==> config.mk <==
export PLATFORM = sky130hd
export DESIGN_NAME = phase_period_capture_timer
export DESIGN_NICKNAME = d
export VERILOG_FILES = /design/src/rtl/measure_timer_pkg.sv /design/src/rtl/clock_source_select.sv /design/src/rtl/phase_period_capture_timer.sv /design/src/rtl/window_timer.sv
export VERILOG_INCLUDE_DIRS = /design/src /design/src/rtl
export SDC_FILE = /design/constraint.sdc
export NUM_CORES = 1
export LEC_CHECK = 0
export ABC_AREA = 1
export BUFFER_PORTS_ARGS = -buffer_cell sky130_fd_sc_hd__buf_2
export CAP_MARGIN = 40
export CORE_ASPECT_RATIO = 0.5
export CORE_MARGIN = 1.5
export CORE_UTILIZATION = 50
export DETAILED_ROUTE_END_ITERATION = 7
export PLACE_DENSITY = 0.73
export REMOVE_ABC_BUFFERS = 1
export SETUP_SLACK_MARGIN = 0.4
export SLEW_MARGIN = 20
export SYNTH_ARGS = -nofsm -noshare
export SYNTH_HDL_FRONTEND = slang
export SYNTH_HIERARCHICAL = 1
export SYNTH_SLANG_ARGS = --single-unit
==> constraint.sdc <==
create_clock -name I_CLK -period 3.7 [get_ports I_CLK]
set_input_delay 0.74 -clock I_CLK [delete_from_list [all_inputs] [get_ports I_CLK]]
set_output_delay 0.74 -clock I_CLK [all_outputs]
set_load 0.02 [all_outputs]
==> src/rtl/measure_timer_cfg.svh <==
`ifndef MEASURE_TIMER_CFG_SVH
`define MEASURE_TIMER_CFG_SVH

// ----------------------------------------
// Register byte offsets
// ----------------------------------------
`define OFS_CLOCK_WINDOW_CONTROL 8'h00
`define OFS_MODE_EDGE_CONTROL 8'h04
`define OFS_COUNTER_VALUE_LOW 8'h08
`define OFS_COUNTER_VALUE_HIGH 8'h0c
`define OFS_CAPTURE_RESULT_LOW 8'h10
`define OFS_CAPTURE_RESULT_HIGH 8'h14
`define OFS_EVENT_STATUS 8'h18
`define OFS_EVENT_MASK 8'h1c

// ----------------------------------------
// Field positions
// ----------------------------------------
`define CLK_SEL_MSB 6
`define CLK_SEL_LSB 4
`define RUN_BIT 3
`define WIN_SEL_MSB 2
`define WIN_SEL_LSB 0
`define MODE_MSB 7
`define MODE_LSB 6
`define EDGE_MSB 5
`define EDGE_LSB 4
`define EVT_WINDOW_BIT 0
`define EVT_CAPTURE_BIT 1

// ----------------------------------------
// Reset values
// ----------------------------------------
`define CLOCK_WINDOW_RESET 8'h00
`define MODE_EDGE_RESET 8'h00
`define EVENT_MASK_RESET 2'h0

// ----------------------------------------
// Timing counts
// ----------------------------------------
`define SYS_DIV 2'h3
`define HS_DIV16 6'h0f
`define HS_DIV64 6'h3f
`define WINDOW_BASE_PERIODS 21'h002000

`endif

==> src/rtl/measure_timer_pkg.sv <==
package measure_timer_pkg;

  // Counter clock source codes
  typedef enum logic [2:0] {
    CLK_SYS_DIV4 = 3'h0,
    CLK_SYS = 3'h1,
    CLK_HS_DIV16 = 3'h2,
    CLK_HS_DIV64 = 3'h3,
    CLK_SUB_A = 3'h4,
    CLK_SUB_B = 3'h5,
    CLK_EXT_RISE = 3'h6,
    CLK_EXT_FALL = 3'h7
  } clock_source_t;

  // Capture edge codes
  typedef enum logic [1:0] {
    EDGE_RISE = 2'h0,
    EDGE_FALL = 2'h1,
    EDGE_BOTH = 2'h2,
    EDGE_OFF = 2'h3
  } capture_edge_t;

  // Ten-bit count value
  typedef logic [9:0] count_t;

endpackage

==> src/rtl/clock_source_select.sv <==
`timescale 1ns/1ps
`include "measure_timer_cfg.svh"

// ----------------------------------------
// Counter tick generator
// ----------------------------------------
module clock_source_select
  import measure_timer_pkg::*;
(
  input wire logic i_clk,
  input wire logic i_reset_n,
  input wire logic i_enable,
  input wire clock_source_t i_sel,
  input wire logic i_hs_tick,
  input wire logic i_sub_tick,
  input wire logic i_ext_rise,
  input wire logic i_ext_fall,
  output logic o_tick
);

  logic [1:0] sys_div; // System clock prescaler
  logic [5:0] hs_div; // High speed prescaler

  // Dividers held at zero while off, which saves power
  always_ff @(posedge i_clk or negedge i_reset_n) begin
    if (!i_reset_n) begin
      sys_div <= 2'h0;
      hs_div <= 6'h00;
    end else if (!i_enable) begin
      sys_div <= 2'h0;
      hs_div <= 6'h00;
    end else begin
      sys_div <= sys_div + 2'h1;
      if (i_hs_tick) begin
        hs_div <= hs_div + 6'h01;
      end
    end
  end

  // Source decode
  always_comb begin
    unique case (i_sel)
      CLK_SYS_DIV4: o_tick = (sys_div == `SYS_DIV);
      CLK_SYS: o_tick = 1'b1;
      // Low four prescaler bits all set marks every 16th tick
      CLK_HS_DIV16: o_tick = i_hs_tick && ((hs_div & `HS_DIV16) == `HS_DIV16);
      CLK_HS_DIV64: o_tick = i_hs_tick && (hs_div == `HS_DIV64);
      CLK_SUB_A, CLK_SUB_B: o_tick = i_sub_tick;
      CLK_EXT_RISE: o_tick = i_ext_rise;
      CLK_EXT_FALL: o_tick = i_ext_fall;
    endcase
  end

endmodule // clock_source_select

==> src/rtl/phase_period_capture_timer.sv <==
`timescale 1ns/1ps
`include "measure_timer_cfg.svh"

// ----------------------------------------
// Phase / period capture timer
// ----------------------------------------
// Behaviour
// - Three-bit field picks the counter clock
// - Run bit counts; clear stops, powers down
// - Run rising clears counter and result
// - Run falling holds counter and result
// - Window is 8192 periods doubled per code
// - Window end copies counter, sets flag
// - Mode 0x capture, 1x timer/counter
// - Edge field: rise, fall, both, off
// - Timer mode ignores the edge field
// - Live count readable as low/high registers
// - Result readable as low/high registers
// - Unused register bits read zero
module phase_period_capture_timer
  import measure_timer_pkg::*;
(
  input wire logic I_CLK,
  input wire logic I_RESET_N,
  input wire logic I_PSEL,
  input wire logic I_PENABLE,
  input wire logic I_PWRITE,
  input wire logic [7:0] I_PADDR,
  input wire logic [31:0] I_PWDATA,
  output logic [31:0] O_PRDATA,
  output logic O_PREADY,
  output logic O_PSLVERR,
  input wire logic I_PHASE,
  input wire logic I_EXTERNAL_COUNT_CLOCK,
  input wire logic I_HIGH_SPEED_TICK,
  input wire logic I_SUB_TICK,
  input wire logic I_PWM_TICK,
  output logic O_IRQ
);

  // ----------------------------------------
  // Declarations
  // ----------------------------------------
  logic [7:0] timer_clock_window_control; // Clock, run, window
  logic [7:0] timer_mode_edge_control; // Mode and edge
  logic [1:0] event_status; // Sticky events
  logic [1:0] event_mask; // Interrupt enables
  count_t counter; // Live count
  count_t capture_result; // Held count
  logic run_q; // Run bit one cycle ago
  logic run_rise; // Run bit went high
  logic counter_run; // Run bit
  clock_source_t counter_clock_select; // Clock source code
  logic [2:0] window_length_select; // Window code
  logic [1:0] operating_mode_select; // Mode code
  capture_edge_t capture_edge_select; // Edge code
  logic timer_mode; // Timer/counter mode active
  logic count_tick; // Counter advance strobe
  logic window_elapsed; // Window end strobe
  logic edge_hit; // Selected phase edge seen
  logic capture_fire; // Copy counter now
  logic phase_s1; // Phase sync, first stage
  logic phase_s2; // Phase sync, second stage
  logic phase_s3; // Phase history for edges
  logic ext_s1; // Count clock sync, first stage
  logic ext_s2; // Count clock sync, second stage
  logic ext_s3; // Count clock history
  logic ext_rise; // Count clock rising edge
  logic ext_fall; // Count clock falling edge
  logic phase_rise; // Phase rising edge
  logic phase_fall; // Phase falling edge
  logic setup; // APB setup cycle
  logic access; // APB access cycle
  logic wr_en; // Write takes effect
  logic mapped; // Address decodes to a register
  logic [1:0] event_set; // Events this cycle
  logic [1:0] event_clear; // Write-one-to-clear
  logic [31:0] next_prdata; // Read data for this address

  // ----------------------------------------
  // Field extraction
  // ----------------------------------------
  assign counter_run = timer_clock_window_control[`RUN_BIT];
  assign counter_clock_select =
    clock_source_t'(timer_clock_window_control[`CLK_SEL_MSB:`CLK_SEL_LSB]);
  assign window_length_select =
    timer_clock_window_control[`WIN_SEL_MSB:`WIN_SEL_LSB];
  assign operating_mode_select =
    timer_mode_edge_control[`MODE_MSB:`MODE_LSB];
  assign capture_edge_select =
    capture_edge_t'(timer_mode_edge_control[`EDGE_MSB:`EDGE_LSB]);

  // Only the upper mode bit matters
  assign timer_mode = operating_mode_select[1];

  // ----------------------------------------
  // Edge decode helper
  // ----------------------------------------
  // Shared decode of an edge code against seen edges
  function automatic logic edge_match(input capture_edge_t sel,
                                      input logic rise,
                                      input logic fall);
    logic hit;
    hit = 1'b0;
    unique case (sel)
      EDGE_RISE: hit = rise;
      EDGE_FALL: hit = fall;
      EDGE_BOTH: hit = rise | fall;
      EDGE_OFF: hit = 1'b0;
    endcase
    return hit;
  endfunction

  // ----------------------------------------
  // Pin synchronisers
  // ----------------------------------------
  // Both pins are asynchronous; two stages before use
  always_ff @(posedge I_CLK or negedge I_RESET_N) begin
    if (!I_RESET_N) begin
      phase_s1 <= 1'b0;
      phase_s2 <= 1'b0;
      phase_s3 <= 1'b0;
    end else begin
      phase_s1 <= I_PHASE;
      phase_s2 <= phase_s1;
      phase_s3 <= phase_s2;
    end
  end

  // External count clock, same treatment
  always_ff @(posedge I_CLK or negedge I_RESET_N) begin
    if (!I_RESET_N) begin
      ext_s1 <= 1'b0;
      ext_s2 <= 1'b0;
      ext_s3 <= 1'b0;
    end else begin
      ext_s1 <= I_EXTERNAL_COUNT_CLOCK;
      ext_s2 <= ext_s1;
      ext_s3 <= ext_s2;
    end
  end

  // Edges seen only from settled stages
  assign phase_rise = phase_s2 & ~phase_s3;
  assign phase_fall = ~phase_s2 & phase_s3;
  // Count clock must stay below a quarter of I_CLK
  assign ext_rise = ext_s2 & ~ext_s3;
  assign ext_fall = ~ext_s2 & ext_s3;

  // ----------------------------------------
  // Counter clock and window
  // ----------------------------------------
  // Prescalers stop while the run bit is low
  clock_source_select u_clock_source_select (
    .i_clk(I_CLK),
    .i_reset_n(I_RESET_N),
    .i_enable(counter_run),
    .i_sel(counter_clock_select),
    .i_hs_tick(I_HIGH_SPEED_TICK),
    .i_sub_tick(I_SUB_TICK),
    .i_ext_rise(ext_rise),
    .i_ext_fall(ext_fall),
    .o_tick(count_tick)
  );

  // Window runs only in timer/counter mode
  window_timer u_window_timer (
    .i_clk(I_CLK),
    .i_reset_n(I_RESET_N),
    .i_run(counter_run && timer_mode),
    .i_restart(run_rise),
    .i_len_sel(window_length_select),
    .i_pwm_tick(I_PWM_TICK),
    .o_elapsed(window_elapsed)
  );

  // ----------------------------------------
  // Run edge tracking
  // ----------------------------------------
  // History of the run bit
  always_ff @(posedge I_CLK or negedge I_RESET_N) begin
    if (!I_RESET_N) begin
      run_q <= 1'b0;
    end else begin
      run_q <= counter_run;
    end
  end

  assign run_rise = counter_run & ~run_q;

  // ----------------------------------------
  // Count and capture
  // ----------------------------------------
  // Edge field only consulted in capture mode
  assign edge_hit = timer_mode ? 1'b0 :
    edge_match(capture_edge_select, phase_rise, phase_fall);

  // Source of the copy depends on the mode
  assign capture_fire = counter_run && !run_rise &&
    (timer_mode ? window_elapsed : edge_hit);

  // Live counter; wraps at ten bits
  always_ff @(posedge I_CLK or negedge I_RESET_N) begin
    if (!I_RESET_N) begin
      counter <= 10'h000;
    end else if (run_rise) begin
      // Fresh start on every turn-on
      counter <= 10'h000;
    end else if (counter_run && count_tick) begin
      counter <= counter + 10'h001;
    end
    // Otherwise the residual value stays
  end

  // Capture result register
  always_ff @(posedge I_CLK or negedge I_RESET_N) begin
    if (!I_RESET_N) begin
      capture_result <= 10'h000;
    end else if (run_rise) begin
      capture_result <= 10'h000;
    end else if (capture_fire) begin
      // Value before this cycle's increment
      capture_result <= counter;
    end
    // Held while stopped
  end

  // ----------------------------------------
  // APB slave
  // ----------------------------------------
  // No wait states; every access ends in one cycle
  assign setup = I_PSEL && !I_PENABLE;
  assign access = I_PSEL && I_PENABLE;
  assign wr_en = access && I_PWRITE;
  assign O_PREADY = 1'b1;

  // Address decode
  always_comb begin
    unique case (I_PADDR)
      `OFS_CLOCK_WINDOW_CONTROL,
      `OFS_MODE_EDGE_CONTROL,
      `OFS_COUNTER_VALUE_LOW,
      `OFS_COUNTER_VALUE_HIGH,
      `OFS_CAPTURE_RESULT_LOW,
      `OFS_CAPTURE_RESULT_HIGH,
      `OFS_EVENT_STATUS,
      `OFS_EVENT_MASK: mapped = 1'b1;
      default: mapped = 1'b0;
    endcase
  end

  // Unmapped addresses answer with an error
  assign O_PSLVERR = access && !mapped;

  // Read mux; unused bits padded with zeros
  always_comb begin
    next_prdata = 32'h00000000;
    unique case (I_PADDR)
      `OFS_CLOCK_WINDOW_CONTROL:
        next_prdata = {25'h0000000, timer_clock_window_control[6:0]};
      `OFS_MODE_EDGE_CONTROL:
        next_prdata = {24'h000000, timer_mode_edge_control[7:4], 4'h0};
      `OFS_COUNTER_VALUE_LOW:
        next_prdata = {24'h000000, counter[7:0]};
      `OFS_COUNTER_VALUE_HIGH:
        next_prdata = {30'h00000000, counter[9:8]};
      `OFS_CAPTURE_RESULT_LOW:
        next_prdata = {24'h000000, capture_result[7:0]};
      `OFS_CAPTURE_RESULT_HIGH:
        next_prdata = {30'h00000000, capture_result[9:8]};
      `OFS_EVENT_STATUS:
        next_prdata = {30'h00000000, event_status};
      `OFS_EVENT_MASK:
        next_prdata = {30'h00000000, event_mask};
      default:
        next_prdata = 32'h00000000;
    endcase
  end

  // Read data caught in the setup cycle, so it is
  // a flop output and stable through the access
  always_ff @(posedge I_CLK or negedge I_RESET_N) begin
    if (!I_RESET_N) begin
      O_PRDATA <= 32'h00000000;
    end else if (setup && !I_PWRITE) begin
      O_PRDATA <= next_prdata;
    end
  end

  // Control registers; read-only offsets ignore writes
  always_ff @(posedge I_CLK or negedge I_RESET_N) begin
    if (!I_RESET_N) begin
      timer_clock_window_control <= `CLOCK_WINDOW_RESET;
      timer_mode_edge_control <= `MODE_EDGE_RESET;
      event_mask <= `EVENT_MASK_RESET;
    end else if (wr_en) begin
      if (I_PADDR == `OFS_CLOCK_WINDOW_CONTROL) begin
        // Bit 7 is not stored
        timer_clock_window_control <= {1'b0, I_PWDATA[6:0]};
      end
      if (I_PADDR == `OFS_MODE_EDGE_CONTROL) begin
        // Low nibble is not stored
        timer_mode_edge_control <= {I_PWDATA[7:4], 4'h0};
      end
      if (I_PADDR == `OFS_EVENT_MASK) begin
        event_mask <= I_PWDATA[1:0];
      end
    end
  end

  // ----------------------------------------
  // Events and interrupt
  // ----------------------------------------
  // Window flag in timer mode, capture flag otherwise
  always_comb begin
    event_set = 2'h0;
    event_set[`EVT_WINDOW_BIT] = capture_fire && timer_mode;
    event_set[`EVT_CAPTURE_BIT] = capture_fire && !timer_mode;
  end

  // Write of one clears a bit
  assign event_clear = (wr_en && I_PADDR == `OFS_EVENT_STATUS) ?
    I_PWDATA[1:0] : 2'h0;

  // Sticky status; a set in the clearing cycle wins
  always_ff @(posedge I_CLK or negedge I_RESET_N) begin
    if (!I_RESET_N) begin
      event_status <= 2'h0;
    end else begin
      event_status <= (event_status & ~event_clear) | event_set;
    end
  end

  // Level interrupt, registered for a clean output
  always_ff @(posedge I_CLK or negedge I_RESET_N) begin
    if (!I_RESET_N) begin
      O_IRQ <= 1'b0;
    end else begin
      O_IRQ <= |(event_status & event_mask);
    end
  end

endmodule // phase_period_capture_timer

==> src/rtl/window_timer.sv <==
`timescale 1ns/1ps
`include "measure_timer_cfg.svh"

// ----------------------------------------
// Measurement window timer
// ----------------------------------------
module window_timer (
  input wire logic i_clk,
  input wire logic i_reset_n,
  input wire logic i_run,
  input wire logic i_restart,
  input wire logic [2:0] i_len_sel,
  input wire logic i_pwm_tick,
  output logic o_elapsed
);

  logic [19:0] periods; // Elapsed PWM clock periods
  logic [20:0] length; // Window length in periods
  logic last; // Final period of the window

  // Base length doubled per code step
  assign length = `WINDOW_BASE_PERIODS << i_len_sel;
  assign last = i_pwm_tick && ({1'b0, periods} == length - 21'h000001);
  assign o_elapsed = i_run && last;

  // Period counter, frozen while stopped
  always_ff @(posedge i_clk or negedge i_reset_n) begin
    if (!i_reset_n) begin
      periods <= 20'h00000;
    end else if (i_restart) begin
      periods <= 20'h00000;
    end else if (i_run && i_pwm_tick) begin
      // A shorter code picked past its end restarts at once, with no o_elapsed
      if ({1'b0, periods} >= length - 21'h000001) begin
        periods <= 20'h00000;
      end else begin
        periods <= periods + 20'h00001;
      end
    end
  end

endmodule // window_timer

==> results of run 1 <==
==> kinds of logic (layout without fill, tap and decap cells) <==
| kind of cell | Yosys count | in the layout | synth area share |
|---|---|---|---|
| AO/OA/AOI/OAI | 68 | 68 | 0.0887 |
| XOR/XNOR | 9 | 9 | 0.0164 |
| adder cells (fa/ha/maj) | 13 | 13 | 0.0338 |
| buffers and inverters | 115 | 134 | 0.123 |
| flip-flops | 79 | 79 | 0.411 |
| other | 2 | 25 | 0.00156 |
| AND/OR/NAND/NOR | 335 | 335 | 0.326 |
==> layer usage <==
metal  vias to the layer above  track usage
met5                         -            0
met4                         0       0.0710
met3                        11       0.0627
met2                        69        0.350
met1                      1791        0.264
li1                       2001            -
==> sequential cells by signal (all words and copies together), names as in the netlist <==
| register | count |
|---|---|
| counter | 10 |
| ext_s3 | 1 |
| u_clock_source_select/hs_div | 6 |
| phase_s2 | 1 |
| phase_s3 | 1 |
| phase_s1 | 1 |
| O_IRQ | 1 |
| capture_result | 10 |
| event_mask | 2 |
| u_clock_source_select/sys_div | 2 |
| u_window_timer/periods | 20 |
| O_PRDATA | 8 |
| ext_s1 | 1 |
| run_q | 1 |
| ext_s2 | 1 |
| event_status | 2 |
| timer_mode_edge_control | 4 |
| timer_clock_window_control | 7 |
==> Yosys cell counts, drive strengths merged, types with 3 or more instances <==
cell	number
xor2	5
xnor2	4
nand3	54
dfrtp	79
inv	80
nand2	168
o22ai	3
nor2	91
buf	34
nand4	8
nor3	10
ha	13
a21oi	14
o21ai	44
==> cell type report <==
type | instances | area [sq um] | share of cell area
repair buffers | 37 | 205 | 0.0388
multi-input cells | 450 | 2330 | 0.440
inverters | 81 | 305 | 0.0577
clock buffers | 9 | 225 | 0.0426
clock inverters | 7 | 97.6 | 0.0184
flip-flops and latches | 79 | 1980 | 0.374
well taps | 121 | 151 | 0.0286
==> layout by cell type, fill, tap and decap left out, types with 3 or more instances in the layout <==
cell type,instances
inv_1,70
dfrtp_1,79
buf_2,34
a21oi_1,12
xor2_1,5
nor3_1,9
o21ai_2,11
inv_2,10
nand2_1,153
nand3_1,52
nand4_1,8
o21ai_1,15
o21ai_0,17
o22ai_1,3
nor2_1,62
clkbuf_16,9
conb_1,25
nand2_2,13
xnor2_1,4
nor2_4,4
ha_1,13
nor2_2,23
==> report_power, final <==
| group | total (mW) | leakage, nW | internal, mW | switching, mW |
|---|---|---|---|---|
| clock | 0.956 | 0.152 | 0.591 | 0.365 |
| sequential | 1.10 | 1.02 | 0.975 | 0.122 |
| combinational | 0.396 | 1.57 | 0.144 | 0.252 |
==> path summary, 6_finish.rpt <==
kind                                              end  slack (ns)  depth (start not counted)
max                                 capture_result[4]        1.18                         13
min                                          phase_s2        0.35                          0
max in group asynchronous                  counter[9]        2.74                          2
max reg2reg                         capture_result[4]        1.18                         13
min in group asynchronous  u_window_timer/periods[17]        0.38                          1
min reg2reg                                  phase_s2        0.35                          0
==> metrics.yaml, run 1 <==
global_routing:
  gr-usage-all-layers: 0.210
  grt_max_degree: 41
  antenna_found_initial: 0
  grt_pass1_vias: 3664
  grt_overflow: 0
  grt_first_pass_wirelength_um: 16600
critical_path:
  cpLargestDelayFamily: "simple AND/OR/NAND/NOR gates"
  start_kind: "flop"
  path_common_cell: "nand2_1"
  critical_path_buf_inv_count: 1
  r2r-start: "timer_clock_window_control[2]"
  cp_max_fo: 11
  crit_arrival_ns: 2.80
  required_ns: 3.98
  crit_path_start: "timer_clock_window_control[2]"
  end_kind: "flop"
  worstSetupPathType: "reg2reg"
  cp_slowest_cell: "dfrtp_1"
  path_cells: "o21ai_0 -> ha_1 -> nand2_1 -> nor2_1 -> nand2_1 -> nor2_1 -> nand2_1 -> nor2_1 -> o211a_1 -> nand2_1 -> inv_1 -> nand2_1 -> o21ai_2"
  slowest_delay_ns: 0.49
clock_tree:
  cts.htree.levels: 3
  hold_buffers: 0
  numCtsBuffers: 9
  cts_tree: "built"
  path_clk_slew_ns: 0.06
  clock-sinks: 79
  cts.repair.resized: 0
  clockBufferDepth: 2
  clock_latency_ns: 0.35
  cts-root-buf: "clkbuf_16"
  cts_setup_buffers: 0
synthesis:
  synth_area_sq_um: 4810
  synth_edf_count: 0
  ys_async_sr_fraction: 1.00
  yosysWarningCount: 6
  synth_seq_cells: 79
  yosys-top-cells-area: "dfrtp_1 (41%), nand2_1 (12%), inv_1 (5.5%), nand3_1 (5.4%), nor2_1 (4.8%)"
  postSynthCellCount: 621
  synth_area_per_cell_sq_um: 7.74
  synth.distinct_cells: 41
  synth_area_leader_cell: "dfrtp_1"
  synth_top_flop_cell: "dfrtp_1"
  netlist.area_leader.share: 0.411
  seq_area_frac_synth: 0.411
finish:
  drive_gt1_frac: 0.190
  fillers: 875
  final_net_count: 721
  syn_to_final_growth_pct: 10.0
  diodes: 0
  finalNonFillerCells: 784
  design_area_sq_um: 5290
  final_core_util: 0.564
power:
  vdd_drop_max_uv: 243
  leakagePower_nw: 2.75
  power_density_nw_per_um2: 463
  power_mw: 2.45
timing:
  hold_violations: 0
  finalSetupTns_ns: 0
  max_freq_mhz: 397
  slew_viol_final: 0
  slew_headroom: 0.648
  holdWs_ns: 0.352
  setup_violations: 0
  max_slew.worst_pin.slew_ns: 0.528
  period_share: 0.681
  final.setup.worst_slack_ns: 1.18
  finClkSkew_ns: 0.00982
  grt_setup_unrepaired: "no"
  layout_min_cycle_time_ns: 2.52
floorplanning:
  fp.coreArea_sq_um: 9380
  fp.dieW_um: 142
  num_rows: 25
  pin_count: 85
  initial_core_util: 0.513
  die-area_sq_um: 10300
  die_h_um: 72.4
route:
  viasPerCell: 4.94
  wirelength_um: 9620
  drt_pass1_iterations: 4
  drt_iter0_markers: 215
  antenna_left: 0
  routed-via-count: 3872
  highest_layer: "met4"
  drc_errors: 0
  route.met2.wl_um: 4520
  avgRoutedWirePerCell_um: 12.3
  dr_wl_met3_um: 338
  wl_met1_um: 4650
min_path:
  hold_path.startpoint: "phase_s1"
  hold_path_class: "reg2reg"
job:
  drv_cap: 0
placement:
  pre_cts_slack_ns: 1.22
  dpl.hpwl_um: 7120
  port-buffer-count: 35
  dpl_cell_area_sq_um: 4970
  gp_congestion: 0.915
  placedCellCount: 768
outcome:
  outcome: "finished, final reports clean"
Note: power is estimated with default switching activity, not from simulation.
==> run 2: changes to the inputs <==
- clock period: 3.7 -> 2.36 ns (I/O delays scaled with it)
==> metrics.yaml, run 2 (synthesis results as in run 1) <==
outcome:
  outcome: "finished, final reports clean"
clock_tree:
  cts_tree: "built"
  clock-sinks: 79  # unchanged
  clockBufferDepth: 2  # unchanged
  clock_latency_ns: 0.34  # about the same
  cts-root-buf: "clkbuf_16"
  cts.htree.levels: 3  # unchanged
  path_clk_slew_ns: 0.06  # about the same
  numCtsBuffers: 9  # unchanged
floorplanning:
  die_h_um: 72.4  # unchanged
  initial_core_util: 0.513  # unchanged
  die-area_sq_um: 10300  # unchanged
  fp.coreArea_sq_um: 9380  # unchanged
  num_rows: 25  # unchanged
  pin_count: 85  # unchanged
  fp.dieW_um: 142  # unchanged
critical_path:
  cp_max_fo: 7  # -4
  slowest_delay_ns: 0.48  # about the same
  end_kind: "flop"
  cpLargestDelayFamily: "simple AND/OR/NAND/NOR gates"
  path_cells: "a21oi_2 -> ha_1 -> nand2_2 -> nor2_4 -> nand2_1 -> nor2_1 -> nand2_1 -> nor2_2 -> o211a_1 -> nand2_4 -> buf_6 -> nand3_2 -> o21ai_1"
  required_ns: 2.58  # -1.40 ns
  path_common_cell: "nand2_1"
  worstSetupPathType: "reg2reg"
  cp_slowest_cell: "dfrtp_2"
  critical_path_buf_inv_count: 1  # unchanged
  crit_arrival_ns: 2.38  # -0.42 ns
  r2r_slack_ns: 0.21  # -0.98 ns
  start_kind: "flop"
finish:
  final_cell_mix: "nand2_1 (147), dfrtp_1 (76), inv_1 (67)"
  top_regs: "u_window_timer/periods: 20 flops, capture_result: 10 flops, counter: 10 flops"
  layout_commonest_cell: "nand2_1"
  final_net_count: 741  # +2.8%
  drive_gt1_frac: 0.266  # +0.0764
  fillers: 812  # -7.2%
  top_register: "u_window_timer/periods"
  final_core_util: 0.608  # +0.0444
  syn_to_final_growth_pct: 18.7
  diodes: 0  # unchanged
  largest_reg_flops: 20  # unchanged
global_routing:
  grt_pass1_vias: 3737  # +2.0%
  antenna_found_initial: 0  # unchanged
  grt_overflow: 0  # unchanged
  grt_first_pass_wirelength_um: 17100  # +3.2%
  gr-usage-all-layers: 0.214  # +0.00455
  grt_max_degree: 46  # +12%
timing:
  finClkSkew_ns: 0.00685  # -0.00297 ns
  holdWs_ns: 0.0901  # -0.262 ns
  grt_setup_unrepaired: "yes"
  slew_viol_final: 0  # unchanged
  period_share: 0.913  # +0.232
  setup_violations: 0  # unchanged
  final.setup.worst_slack_ns: 0.205  # -0.975 ns
  max_freq_mhz: 464  # +17%
  hold_violations: 0  # unchanged
  layout_min_cycle_time_ns: 2.15  # -0.365 ns
  finalSetupTns_ns: 0  # unchanged
placement:
  dpl.hpwl_um: 7250  # +1.9%
  gp_congestion: 0.876  # -4.3%
  pre_cts_slack_ns: 0.0900  # -1.13 ns
  port-buffer-count: 35  # unchanged
route:
  routed-via-count: 4115  # +6.3%
  avgRoutedWirePerCell_um: 13.0  # +5.8%
  drt_pass1_iterations: 4  # unchanged
  viasPerCell: 5.12  # +3.6%
  wirelength_um: 10400  # +8.5%
  drt_iter0_markers: 237  # +10%
  antenna_left: 0  # unchanged
  drc_errors: 0  # unchanged
power:
  power_mw: 4.03  # +64%
  leakagePower_nw: 2.89  # +5.0%
  vdd_drop_max_uv: 442  # +82%
  power_density_nw_per_um2: 706  # +52%
job:
  drv_cap: 0  # unchanged
min_path:
  hold_path_class: "in2async"
## run 2: worst register-to-register path, cell delays in order, from the launching register on
cell and delay [ns]:
dfrtp_2 0.48, a21oi_2 0.10, ha_1 0.29, nand2_2 0.07, nor2_4 0.12, nand2_1 0.07
nor2_1 0.10, nand2_1 0.10, nor2_2 0.12, o211a_1 0.21, nand2_4 0.09, buf_6 0.15
nand3_2 0.05, o21ai_1 0.07
## run 2: worst paths after layout
check | to | depth (start not counted) | from
worst max-delay path | capture_result[8] | 13 | timer_clock_window_control[1]
worst min-delay path | u_window_timer/periods[4] | 1 | I_RESET_N
worst max register to register | capture_result[8] | 13 | timer_clock_window_control[1]
worst min register to register | phase_s2 | 0 | phase_s1
max in group asynchronous | counter[5] | 2 | I_RESET_N
min in group I_CLK | ext_s1 | 1 | I_EXTERNAL_COUNT_CLOCK
## run 2: timing repair
item,CTS,global route
cloned,0,1
resized for setup,13,40
hold buffers,0,0
setup buffers,5,8
setup endpoints to repair,28,32
pin swaps,8,22
## run 2: area by class of cell
| cell class | count | area [sq um] | area share |
|---|---|---|---|
| clock inverter | 7 | 121 | 0.0213 |
| timing repair buffer | 57 | 405 | 0.0710 |
| tap | 121 | 151 | 0.0265 |
| clock buffer | 9 | 225 | 0.0395 |
| multi-input combinational | 450 | 2520 | 0.441 |
| sequential | 79 | 1980 | 0.347 |
| inverter | 81 | 305 | 0.0535 |
## run 2: layer usage
metal / vias to the layer above / GRT usage / wire, um
met5: - / 0 / 0
met4: 0 / 0.0630 / 140
met3: 18 / 0.0502 / 415
met2: 96 / 0.363 / 5070
met1: 1952 / 0.278 / 4810
li1: 2049 / - / -
## run 2: stage by stage
step,cells,cell area (sq um)
finish,804,5710
global route,804,5710
CTS,795,5470
detailed placement,774,5010
global placement,774,5010
floorplan,610,4610
## run 2: where the power goes
part	leakage (nW)	internal (mW)	switching (mW)
clock	0.170	1.04	0.577
sequential	1.02	1.53	0.190
combinational	1.70	0.260	0.434
total	2.89	2.83	1.20
==> run 3: changes to the inputs <==
- SYNTH_HIERARCHICAL: 1 -> unset
- clock period: 2.36 -> 2.5 ns (I/O delays scaled with it)
==> metrics.yaml, run 3 <==
finish:
  diodes: 0  # unchanged
  layout_commonest_cell: "nand2_1"
  design_area_sq_um: 5530  # -3.0%
  top_regs: "u_window_timer.periods: 20 flops, capture_result: 10 flops, counter: 10 flops"
  syn_to_final_growth_pct: 18.1
  final_cell_mix: "nand2_1 (159), dfrtp_1 (79), inv_1 (68)"
  drive_gt1_frac: 0.178  # -0.0887
  top_register: "u_window_timer.periods"
  final_net_count: 751  # +1.3%
  finalNonFillerCells: 809  # +0.62%
  largest_reg_flops: 20  # unchanged
  fillers: 779  # -4.1%
floorplanning:
  fp.dieW_um: 140  # -1.3%
  pin_count: 85  # unchanged
  fp.coreArea_sq_um: 8890  # -5.3%
  die-area_sq_um: 10000  # -2.5%
  num_rows: 24  # -4.0%
  die_h_um: 71.5  # -1.2%
  initial_core_util: 0.527  # +0.0148
global_routing:
  antenna_found_initial: 0  # unchanged
  grt_use_met1: 0.313  # +0.0347
  gr-usage-all-layers: 0.243  # +0.0283
  grt_overflow: 0  # unchanged
  top_usage_layer: "met2"
  grt_pass1_vias: 4095  # +9.6%
  met2_usage: 0.407  # +0.0448
  grt_first_pass_wirelength_um: 19100  # +12%
  met3_usage: 0.0588  # +0.00866
  grt_max_degree: 53  # +15%
critical_path:
  r2r_cells: 14  # +1
  start_kind: "flop"
  crit_arrival_ns: 2.65  # +0.27 ns
  crit_path_start: "timer_clock_window_control[1]"
  end_kind: "flop"
  r2r-start: "timer_clock_window_control[1]"
  worstSetupPathType: "reg2reg"
  regToRegEndpoint: "capture_result[2]"
  cp_max_fo: 6  # -1
  r2r_slack_ns: 0.09  # -0.12 ns
  required_ns: 2.74  # +0.16 ns
clock_tree:
  clock_latency_ns: 0.34  # about the same
  numCtsBuffers: 9  # unchanged
  cts-root-buf: "clkbuf_16"
  cts.htree.levels: 3  # unchanged
  path_clk_slew_ns: 0.06  # about the same
  hold_buffers: 0  # unchanged
  clockBufferDepth: 2  # unchanged
  cts_tree: "built"
  clock-sinks: 79  # unchanged
synthesis:
  synth_seq_cells: 79  # unchanged
  yosysWarningCount: 0  # -6
  netlist_top_cells_count: "nand2_1 (162), dfrtp_1 (79), inv_1 (69), nand3_1 (66), nor2_1 (64)"
  synth.most_common_cell: "nand2_1"
  synth_area_sq_um: 4690  # -2.5%
  synth_edf_count: 0  # unchanged
  postSynthCellCount: 627  # +0.97%
  synth_top_flop_cell: "dfrtp_1"
  synth.distinct_cells: 39  # -4.9%
  netlist.area_leader.share: 0.422  # +0.0108
  ys_async_sr_fraction: 1.00  # unchanged
  synth_area_per_cell_sq_um: 7.48  # -3.5%
  yosys-top-cells-area: "dfrtp_1 (42%), nand2_1 (13%), nand3_1 (7.0%), inv_1 (5.5%), o21ai_0 (5.2%)"
  synth_area_leader_cell: "dfrtp_1"
  seq_area_frac_synth: 0.422  # +0.0108
outcome:
  outcome: "finished with violations"
  violations: "design-rule violations"
route:
  routed-via-count: 4234  # +2.9%
  viasPerCell: 5.23  # +2.3%
  wirelength_um: 11400  # +9.1%
  drt_pass1_iterations: 7  # +3
  avgRoutedWirePerCell_um: 14.1  # +8.4%
  antenna_left: 0  # unchanged
  drt_iter0_markers: 330  # +39%
  drc_errors: 4  # +4
job:
  drv_cap: 0  # unchanged
timing:
  final.setup.worst_slack_ns: 0.0898  # -0.115 ns
  grt_setup_unrepaired: "yes"
  layout_min_cycle_time_ns: 2.41  # +0.255 ns
  finalSetupTns_ns: 0  # unchanged
  slew_headroom: 0.575
  max_slew.worst_pin.slew_ns: 0.638
  period_share: 0.964  # +0.0510
  hold_violations: 0  # unchanged
  max_freq_mhz: 415  # -11%
  finClkSkew_ns: 0.00912  # +0.00227 ns
  setup_violations: 0  # unchanged
  slew_viol_final: 0  # unchanged
power:
  seq_power_share: 0.436  # +0.009
  vdd_drop_max_uv: 523  # +18%
  power_density_nw_per_um2: 654  # -7.3%
  power_mw: 3.62  # -10%
  swShare: 0.296  # -0.00212
  p_int_mw: 2.55  # -9.8%
  clkPwrFrac: 0.397  # -0.004
  p_comb_frac: 0.166  # -0.007
  leakagePower_nw: 2.85  # -1.1%
  p_sw_mw: 1.07  # -11%
placement:
  dpl.hpwl_um: 7720  # +6.4%
  pre_cts_slack_ns: -0.0508  # -0.141 ns
  port-buffer-count: 35  # unchanged
  placedCellCount: 780  # +0.78%
  gp_congestion: 0.897  # +2.5%
  dpl_cell_area_sq_um: 4940  # -1.4%
min_path:
  hold_path_class: "in2async"
[run 3: how the worst max path moves through the flow]
stage / depth (start not counted) / slack [ns] / end
detailed placement: 14 / -0.05 / u_window_timer.periods[14]
global route: 14 / -0.05 / capture_result[2]
floorplan: 14 / 0.17 / capture_result[0]
finish: 14 / 0.09 / capture_result[2]
CTS: 15 / 0.18 / u_window_timer.periods[9]
global placement: 14 / 0.02 / u_window_timer.periods[8]
[run 3: power groups by stage]
stage               registers [mW]  clock network (mW)  logic, mW
floorplan                     1.56                   0      0.420
global placement              1.59                   0      0.560
detailed placement            1.60                   0      0.582
CTS                           1.58                1.46      0.594
global route                  1.60                1.51      0.687
finish                        1.58                1.44      0.603
[run 3: layout make-up]
type	count	area, sq um	area share
Inverter	73	274	0.0495
Timing Repair Buffer	59	380	0.0687
Sequential cell	79	1980	0.357
Clock buffer	11	243	0.0439
Multi-Input combinational cell	465	2430	0.440
Tap cell	117	146	0.0265
Clock inverter	5	78.8	0.0142
[run 3: metal layers]
layer	part of all wire	vias to the layer above	wire length (um)
met4	0.016	0	184
met2	0.48	137	5480
li1	-	2089	-
met1	0.44	1988	5000
met5	0	-	0
met3	0.063	20	722
[run 3: logic make-up (layout without fill, tap and decap cells)]
| group | Yosys count | after routing | share of synthesized area |
|---|---|---|---|
| fa+ha+maj | 14 | 14 | 0.0374 |
| buf+inv | 108 | 148 | 0.112 |
| xor+xnor | 15 | 15 | 0.0280 |
| flops | 79 | 79 | 0.422 |
| simple gates | 330 | 332 | 0.309 |
| mux | 1 | 1 | 0.00214 |
| other cells | 2 | 25 | 0.00160 |
| compound gates | 78 | 78 | 0.0884 |
[run 3: critical path, stage by stage (launching register included)]
cell and delay [ns]:
dfrtp_1 0.40, nor2_2 0.15, nand2_2 0.09, ha_4 0.18, xor2_1 0.14, ha_1 0.29, nand2_1 0.05, nor2_1 0.12
nand2_1 0.11, nor2_4 0.17, nand4_1 0.14, nand2_2 0.18, nand2_4 0.12, nand3_2 0.11, nand2_1 0.05
[run 3: timing repair]
action	CTS	global route
resized for setup	25	27
setup endpoints to repair	32	32
pin swaps	8	14
setup buffers	6	4
cloned	3	0
[run 3: per-stage QoR]
| step | util | hold slack [ns] |
|---|---|---|
| floorplan | - | 0.204 |
| global placement | 0.556 | 0.332 |
| detailed placement | 0.556 | 0.342 |
| CTS | 0.609 | 0.204 |
| global route | 0.623 | 0.237 |
| finish | 0.623 | 0.177 |
